<file path="src/hw/switch_global_consts.vh">
// Register map, field positions and timing constants of the global control bits
`ifndef SWITCH_GLOBAL_CONSTS_VH
`define SWITCH_GLOBAL_CONSTS_VH
// Printed register indices; byte address is four times the index
`define IDX_CTRL_ONE 8'h03
`define IDX_CTRL_TWO 8'h04
`define IDX_STATUS 8'h05
`define ADDR_W 8
`define DATA_W 32
// global_control_one fields
`define C1_AGING 2
`define C1_FASTAGE 1
`define C1_BACKOFF 0
// global_control_two fields
`define C2_VLANDISCARD 7
`define C2_MCASTEXCL 6
`define C2_BPMODE 5
`define C2_FAIR 4
`define C2_NOCOLLDROP 3
`define C2_HUGE 2
`define C2_LEGALOFF 1
// Reset values (strapped bits are filled from pins at release)
`define C1_RESET 8'h00
`define C2_RESET 8'hF0
// Status register fields
`define ST_FASTACTIVE 0
`define ST_AGINGRUN 1
// Frame size limits in bytes
`define SIZE_HUGE 11'h77C
`define SIZE_LEGALOFF 11'h600
`define SIZE_TAGGED 11'h5F2
`define SIZE_UNTAGGED 11'h5EE
`define COLL_LIMIT 5'h10
// Timing: 40 MHz clock
`define CLK_HZ 40000000
`define US_PER_S 1000000
`define FAST_AGE_US 800
`define NORMAL_AGE_S 375
`define RESP_OKAY 2'h0
`define RESP_SLVERR 2'h2
`endif

</file>
<file path="src/hw/switch_global_control_bits.v">
// Global control bits of the switch, AXI4-Lite slave with strap-loaded defaults
// Functional notes
// - Aging bit enables address-table aging, strapped default
// - Fast-age bit ages at 800 us
// - Bit 0 selects aggressive half-duplex backoff
// - Bit 7 blocks all port-VLAN crossing
// - Bit 6 excludes multicast from storm counting
// - Bit 5 selects carrier-sense or collision backpressure
// - Fair mode drops non-flow-controlled port frames
// - Bit 3 retries after 16 collisions, strapped
// - Huge bit accepts 1916 bytes, overrides size
// - Legal-size disable accepts 1536, else 1522/1518
// - After fast cycle, normal 375 second period
`timescale 1ns/1ps
`include "switch_global_consts.vh"
module switch_global_control_bits #(
   // 34 bits: the normal period in cycles does not fit in 32
   parameter [33:0] FAST_AGE_CYCLES = `FAST_AGE_US * (`CLK_HZ / `US_PER_S),
   parameter [33:0] NORMAL_AGE_CYCLES = `NORMAL_AGE_S * `CLK_HZ
) (
   input wire clock,
   input wire srst,
   input wire [`ADDR_W-1:0] s_axi_awaddr,
   input wire s_axi_awvalid,
   output reg s_axi_awready,
   input wire [`DATA_W-1:0] s_axi_wdata,
   input wire [3:0] s_axi_wstrb,
   input wire s_axi_wvalid,
   output reg s_axi_wready,
   output reg [1:0] s_axi_bresp,
   output reg s_axi_bvalid,
   input wire s_axi_bready,
   input wire [`ADDR_W-1:0] s_axi_araddr,
   input wire s_axi_arvalid,
   output reg s_axi_arready,
   output reg [`DATA_W-1:0] s_axi_rdata,
   output reg [1:0] s_axi_rresp,
   output reg s_axi_rvalid,
   input wire s_axi_rready,
   input wire aging_strap_pin,
   input wire backoff_strap_pin,
   input wire collision_drop_strap_pin,
   input wire portVlanBoundary,
   input wire frameIsKnownUnicast,
   input wire frameIsMulticast,
   input wire frameIsBroadcast,
   input wire [10:0] frameLength,
   input wire frameTagged,
   input wire [4:0] collisionCount,
   input wire egressContention,
   output reg agingRun,
   output reg agingTick,
   output reg aggressiveBackoff,
   output reg carrierSenseBackpressure,
   output reg forwardAllowed,
   output reg stormCount,
   output reg frameOversize,
   output reg retryFrame,
   output reg dropNonFlowControlled,
   output reg flowControlPort
);

   reg [7:0] ctrlOne;
   reg [7:0] ctrlTwo;
   reg [2:0] strapMeta;
   reg [2:0] strapSync;
   reg inReset;
   reg haveAw;
   reg haveW;
   reg [`ADDR_W-1:0] awAddr;
   reg [`DATA_W-1:0] wData;
   reg [3:0] wStrb;
   reg [33:0] ageCount;
   reg fastActive;
   reg [10:0] sizeLimit;

   // Word index decode, shared by both channels
   function [7:0] regIndex;
      input [`ADDR_W-1:0] addr;
      begin
         regIndex = {2'h0, addr[`ADDR_W-1:2]};
      end
   endfunction

   // Strap pins come from outside, two stages before use
   always @(posedge clock) begin
      strapMeta <= {aging_strap_pin, backoff_strap_pin, collision_drop_strap_pin};
      strapSync <= strapMeta;
      inReset <= srst;
   end

   wire writeFire = haveAw && haveW && !s_axi_bvalid;
   wire writeOne = writeFire && (regIndex(awAddr) == `IDX_CTRL_ONE) && wStrb[0];
   wire writeTwo = writeFire && (regIndex(awAddr) == `IDX_CTRL_TWO) && wStrb[0];

   // Write channel: address and data taken in either order
   always @(posedge clock) begin
      if (srst) begin
         s_axi_awready <= 1'b1;
         s_axi_wready <= 1'b1;
         haveAw <= 1'b0;
         haveW <= 1'b0;
         awAddr <= 8'h00;
         wData <= 32'h00000000;
         wStrb <= 4'h0;
         s_axi_bvalid <= 1'b0;
         s_axi_bresp <= `RESP_OKAY;
      end else begin
         if (s_axi_awvalid && s_axi_awready) begin
            haveAw <= 1'b1;
            awAddr <= s_axi_awaddr;
            s_axi_awready <= 1'b0;
         end
         if (s_axi_wvalid && s_axi_wready) begin
            haveW <= 1'b1;
            wData <= s_axi_wdata;
            wStrb <= s_axi_wstrb;
            s_axi_wready <= 1'b0;
         end
         if (writeFire) begin
            haveAw <= 1'b0;
            haveW <= 1'b0;
            s_axi_bvalid <= 1'b1;
            if (regIndex(awAddr) == `IDX_CTRL_ONE || regIndex(awAddr) == `IDX_CTRL_TWO)
               s_axi_bresp <= `RESP_OKAY;
            else
               s_axi_bresp <= `RESP_SLVERR;
         end
         if (s_axi_bvalid && s_axi_bready) begin
            s_axi_bvalid <= 1'b0;
            s_axi_awready <= 1'b1;
            s_axi_wready <= 1'b1;
         end
      end
   end

   // Registers; strapped bits take the pin level in the first cycle after reset is released
   always @(posedge clock) begin
      if (srst) begin
         ctrlOne <= `C1_RESET;
         ctrlTwo <= `C2_RESET;
      end else if (inReset) begin
         ctrlOne[`C1_AGING] <= strapSync[2];
         ctrlOne[`C1_BACKOFF] <= strapSync[1];
         ctrlTwo[`C2_NOCOLLDROP] <= strapSync[0];
      end else begin
         if (writeOne)
            ctrlOne <= wData[7:0];
         // fast age self-clears when the fast age period runs out
         else if (fastActive && ageCount == 34'h000000000)
            ctrlOne[`C1_FASTAGE] <= 1'b0;
         if (writeTwo)
            ctrlTwo <= wData[7:0];
      end
   end

   // Read channel, one cycle answer
   always @(posedge clock) begin
      if (srst) begin
         s_axi_arready <= 1'b1;
         s_axi_rvalid <= 1'b0;
         s_axi_rdata <= 32'h00000000;
         s_axi_rresp <= `RESP_OKAY;
      end else if (s_axi_arvalid && s_axi_arready) begin
         s_axi_arready <= 1'b0;
         s_axi_rvalid <= 1'b1;
         s_axi_rresp <= `RESP_OKAY;
         case (regIndex(s_axi_araddr))
            `IDX_CTRL_ONE: s_axi_rdata <= {24'h000000, ctrlOne};
            `IDX_CTRL_TWO: s_axi_rdata <= {24'h000000, ctrlTwo};
            `IDX_STATUS: s_axi_rdata <= {30'h00000000, agingRun, fastActive};
            default: begin
               s_axi_rdata <= 32'h00000000;
               s_axi_rresp <= `RESP_SLVERR;
            end
         endcase
      end else if (s_axi_rvalid && s_axi_rready) begin
         s_axi_rvalid <= 1'b0;
         s_axi_arready <= 1'b1;
      end
   end

   // Age period timer; restarted on entering fast mode
   always @(posedge clock) begin
      if (srst || inReset) begin
         ageCount <= NORMAL_AGE_CYCLES - 34'd1;
         fastActive <= 1'b0;
         agingTick <= 1'b0;
         agingRun <= 1'b0;
      end else begin
         agingRun <= ctrlOne[`C1_AGING];
         agingTick <= 1'b0;
         if (!ctrlOne[`C1_AGING]) begin
            ageCount <= NORMAL_AGE_CYCLES - 34'd1;
            fastActive <= 1'b0;
         end else if (ctrlOne[`C1_FASTAGE] && !fastActive) begin
            fastActive <= 1'b1;
            ageCount <= FAST_AGE_CYCLES - 34'd1;
         end else if (ageCount == 34'h000000000) begin
            agingTick <= 1'b1;
            fastActive <= 1'b0;
            ageCount <= NORMAL_AGE_CYCLES - 34'd1;
         end else
            ageCount <= ageCount - 34'd1;
      end
   end

   always @* begin
      if (ctrlTwo[`C2_HUGE])
         sizeLimit = `SIZE_HUGE;
      else if (ctrlTwo[`C2_LEGALOFF])
         sizeLimit = `SIZE_LEGALOFF;
      else if (frameTagged)
         sizeLimit = `SIZE_TAGGED;
      else
         sizeLimit = `SIZE_UNTAGGED;
   end

   // Registered qualifiers for the forwarding and MAC logic outside
   always @(posedge clock) begin
      if (srst) begin
         aggressiveBackoff <= 1'b0;
         carrierSenseBackpressure <= 1'b1;
         forwardAllowed <= 1'b0;
         stormCount <= 1'b0;
         frameOversize <= 1'b0;
         retryFrame <= 1'b0;
         dropNonFlowControlled <= 1'b0;
         flowControlPort <= 1'b0;
      end else begin
         aggressiveBackoff <= ctrlOne[`C1_BACKOFF];
         carrierSenseBackpressure <= ctrlTwo[`C2_BPMODE];
         forwardAllowed <= !portVlanBoundary ||
            (!ctrlTwo[`C2_VLANDISCARD] && frameIsKnownUnicast);
         stormCount <= frameIsBroadcast ||
            (frameIsMulticast && !ctrlTwo[`C2_MCASTEXCL]);
         frameOversize <= frameLength > sizeLimit;
         retryFrame <= (collisionCount < `COLL_LIMIT) || ctrlTwo[`C2_NOCOLLDROP];
         dropNonFlowControlled <= egressContention && ctrlTwo[`C2_FAIR];
         flowControlPort <= egressContention && !ctrlTwo[`C2_FAIR];
      end
   end

endmodule // switch_global_control_bits

</file>
<file path="config.mk">
export PLATFORM = sky130hd
export DESIGN_NAME = switch_global_control_bits
export DESIGN_NICKNAME = d
export VERILOG_FILES = /design/src/hw/switch_global_control_bits.v
export VERILOG_INCLUDE_DIRS = /design/src /design/src/hw
export SDC_FILE = /design/constraint.sdc
export NUM_CORES = 1
export LEC_CHECK = 0
export BUFFER_PORTS_ARGS = -buffer_cell sky130_fd_sc_hd__clkbuf_2
export CORE_MARGIN = 2
export CORE_UTILIZATION = 50
export CTS_CLUSTER_DIAMETER = 80
export DETAILED_ROUTE_END_ITERATION = 10
export HOLD_SLACK_MARGIN = 0.12
export PLACE_DENSITY = 0.77
export SLEW_MARGIN = 10
export SYNTH_ARGS = -nofsm -noshare
export SYNTH_HDL_FRONTEND = slang
export SYNTH_SLANG_ARGS = --single-unit
</file>
<file path="constraint.sdc">
create_clock -name clock -period 2.5 [get_ports clock]
set_input_delay 0 -clock clock [delete_from_list [all_inputs] [get_ports clock]]
set_output_delay 0 -clock clock [all_outputs]
set_load 0.01 [all_outputs]
</file>
==> results.md <==
* Status: finished, final reports clean
* Synthesized cell area at 0.00436 mm2
* Port buffer count at 73
* Data arrival time at the worst-slack endpoint at 2.62 ns
* Internal power component at 2.22 mW
* Routed Antenna Nets at 0
* Part of the Yosys area used for sequential elements at 0.459
* Number of distinct library cell variants in the gate-level netlist after synthesis at 52
* Share of layout cells above drive strength 1 at 0.187
* Number of cells produced by synthesis at 483
* Req. time, crit path at 2.75 ns
* Switching power of the nets at 691 uW
* Slowest-stage cell, CP: dlygate4sd3_1
* Clock Tree Buf Depth at 2
* Count of hold buffers inserted by post-cts repair at 42
* Fin Hold WS at 0.165 ns
* Die outline area at 0.00948 mm2
* Post-route DRC violation count at 0
* Synth warn at 0
* Maximum clock frequency at 422 MHz
* Post-Synth XOR/XNOR Area at 0.0643
* Iter 0 DRT Violations at 195
* Number of clock sinks at 100
* Fraction of registers with async set or reset after synthesis at 0
* Area growth, synth to finish at 22.4%
* Total Negative Setup Slacks at 0 ns
* Largest fanout of any net on the critical path at 5
* Nets at 693
* Final critical-path required period at 2.37 ns
* Gates resized, CTS repair at 0
* Core region area at 0.00859 mm2
* Vias in the first global route at 3655
* Instance count after placement with tap cells included at 653
* Antenna violations before repair at 0
* Routed wirelength normalized by instance count at 13.3 um
* Rel. slew slack at 0.514
* Die width at 97.4 um
* Slew of the pin with the lowest slew margin at 0.726 ns
* Effective utilization at floorplan at 0.507
* Setup repair after global routing missed its margin: false
* Number of endpoints failing setup at the final stage at 0
* Class of the tightest hold or removal check: input port to register
* Post-route non-filler standard cell count at 711
* Post-DP HPWL at 6.25 mm
* CTS tree: yes
* First-pass DRT Iterations at 4
* Finished Cell Area at 0.00534 mm2
* Peak supply drop at 361 uV
* Dominant combinational cell family by area after synthesis: simple AND/OR/NAND/NOR gates
* Cell-by-cell trace of the critical path: or2_2, ha_1, and3_1, nand3_1, o311ai_0, dlygate4sd3_1, a21oi_1
* Post-synthesis register bit count at 100
* Pin count of the biggest net entering global routing at 50
* Max Clock Skew at 0.00901 ns
* Final worst-path cycle share at 0.948
* Total power at 2.91 mW
* Clock transition at the register clock pins on the worst setup and hold paths after CTS at 0.09 ns
* Reg power frac at 0.574
* Final weighted congestion of routability-driven global placement at 0.761
* Remaining Overflow, GRT at 0
* Power per unit of standard cell area at 546 mW/mm2
* Max-slew violation count at 0
* Area share of fa/ha/maj cells after synthesis at 0.0316
* Overall die height at 97.4 um
* Sort of element at the end of the critical path: register
* Dominant synthesized flop cell: dfxtp_1
* Final hold violations at 0
* Number of vias per cell after detailed routing at 5.15
* Combinational share of power at 0.088
* Final wirelength at 9.44 mm
* Type of element launching the critical path: register
* Max capacitance violation total at 0
* Number of flops mapped to enable cells by yosys at 0
* Buf/Inv on CP at 1
* Number of clock buffers inserted by TritonCTS at 9
* Clock root cell: clkbuf_8
* Number of primary I/O pins at 135
* Leak at 2.15 nW
* Antenna cell count at 0
* Synthesized area divided by synthesized cell count at 9.03 um2
* All-layer global routing usage at 0.206
* Critical path start-end classification: register to register
* Post-CTS setup repair buffer count at 0
* Simple-Gate Fraction of Synth Area at 0.218
* Mux cell area share after synthesis at 0.0321
* Synth Area in Compound Gates at 0.113
* Placement Rows at 34
* Clk Latency, worst-skew pair at 0.36 ns
* Global-route wire length before repair at 16.1 mm
* Maximum level of the CTS H-tree at 3
* Switching Share at 0.237
* Cell area after placement at 0.00473 mm2
* Clock share of power at 0.338
* Worst path top cell family by delay: buffers and inverters
* Max incr delay on CP at 0.61 ns
* Total number of vias at 3660
-- worst paths after layout --
check / start / to / slack [ns] / cells past startpoint
setup / recovery: ctrlTwo[1] / frameOversize / 0.13 / 7
hold / removal: s_axi_araddr[3] / s_axi_rdata[1] / 0.16 / 6
setup reg to reg: ctrlTwo[1] / frameOversize / 0.13 / 7
hold reg to reg: strapMeta[1] / strapSync[1] / 0.34 / 0
-- kinds of logic after synthesis --
group                    Yosys count
AND/OR/NAND/NOR                  187
flip-flops                       100
AO/OA/AOI/OAI                     78
buffers and inverters             60
XOR/XNOR                          32
multiplexers                      14
adder cells (fa/ha/maj)           11
other                              1
-- Yosys cell counts, drive strengths merged, types with 5 or more instances --
| library cell | count | area, um2 |
|---|---|---|
| a22oi | 8 | 60.1 |
| or2 | 6 | 37.5 |
| nor2 | 50 | 188 |
| mux2i | 14 | 140 |
| xor2 | 5 | 43.8 |
| o21ai | 19 | 95.1 |
| xnor2 | 27 | 236 |
| nor4 | 15 | 128 |
| inv | 14 | 52.6 |
| buf | 34 | 253 |
| clkbuf | 12 | 45.0 |
| a21oi | 27 | 139 |
| dfxtp | 100 | 2000 |
| nor3 | 19 | 105 |
| nand3 | 11 | 55.1 |
| nand2 | 53 | 199 |
| nand2b | 6 | 37.5 |
| or3 | 5 | 36.3 |
| a22o | 6 | 52.6 |
| ha | 11 | 138 |
-- cell usage in the layout (no fill, tap or decap), types with 14 or more instances in the layout --
| master | instances |
|---|---|
| nor3_1 | 17 |
| dlygate4sd3_1 | 42 |
| nand2_1 | 53 |
| nor2_1 | 50 |
| conb_1 | 26 |
| clkbuf_2 | 73 |
| inv_1 | 14 |
| mux2i_1 | 14 |
| dfxtp_1 | 100 |
| xnor2_1 | 27 |
| a21oi_1 | 26 |
| o21ai_0 | 17 |
-- worst min-delay path, cell delays in order --
cell and delay [ns]:
clkbuf_2 0.09, nor2b_1 0.06, nand2_1 0.08, o2bb2ai_1 0.06, a22oi_1 0.15, nor2_1 0.05
-- routing by layer --
metal | track usage | part of all wire | up-vias
li1 | - | - | 1827
met1 | 0.246 | 0.43 | 1727
met2 | 0.357 | 0.50 | 93
met3 | 0.0432 | 0.045 | 13
met4 | 0.0929 | 0.017 | 0
met5 | 0 | 0 | -
-- final cells by class --
class | instances | area [um2]
sequential | 100 | 2000
tap | 108 | 135
clock buffer | 11 | 131
inverter | 14 | 52.6
timing repair buffer | 125 | 861
multi-input combinational | 348 | 2100
clock inverter | 5 | 52.6
fill | 730 | 3260
-- power groups by stage --
stage | Combinational, mW | Sequential (mW) | Clock [mW]
floorplan | 0.152 | 1.70 | 0
global placement | 0.195 | 1.71 | 0
detailed placement | 0.202 | 1.71 | 0
CTS | 0.254 | 1.67 | 1.00
global route | 0.286 | 1.68 | 1.06
finish | 0.257 | 1.67 | 0.984
-- flip-flops by register name (all words and copies together), names as in the netlist, 3 cells and up --
name         count
ageCount        34
awAddr           6
ctrlOne          8
ctrlTwo          8
s_axi_rdata      8
strapMeta        3
strapSync        3
wData            8
-- metrics by stage --
stage | util | setup slack, ns
global route | 0.621 | 0.0522
detailed placement | 0.551 | 0.349
CTS | 0.621 | 0.219
finish | 0.621 | 0.129
global placement | 0.551 | 0.371
floorplan | - | 0.521
No activity file was read; power rests on OpenSTA's default activity.
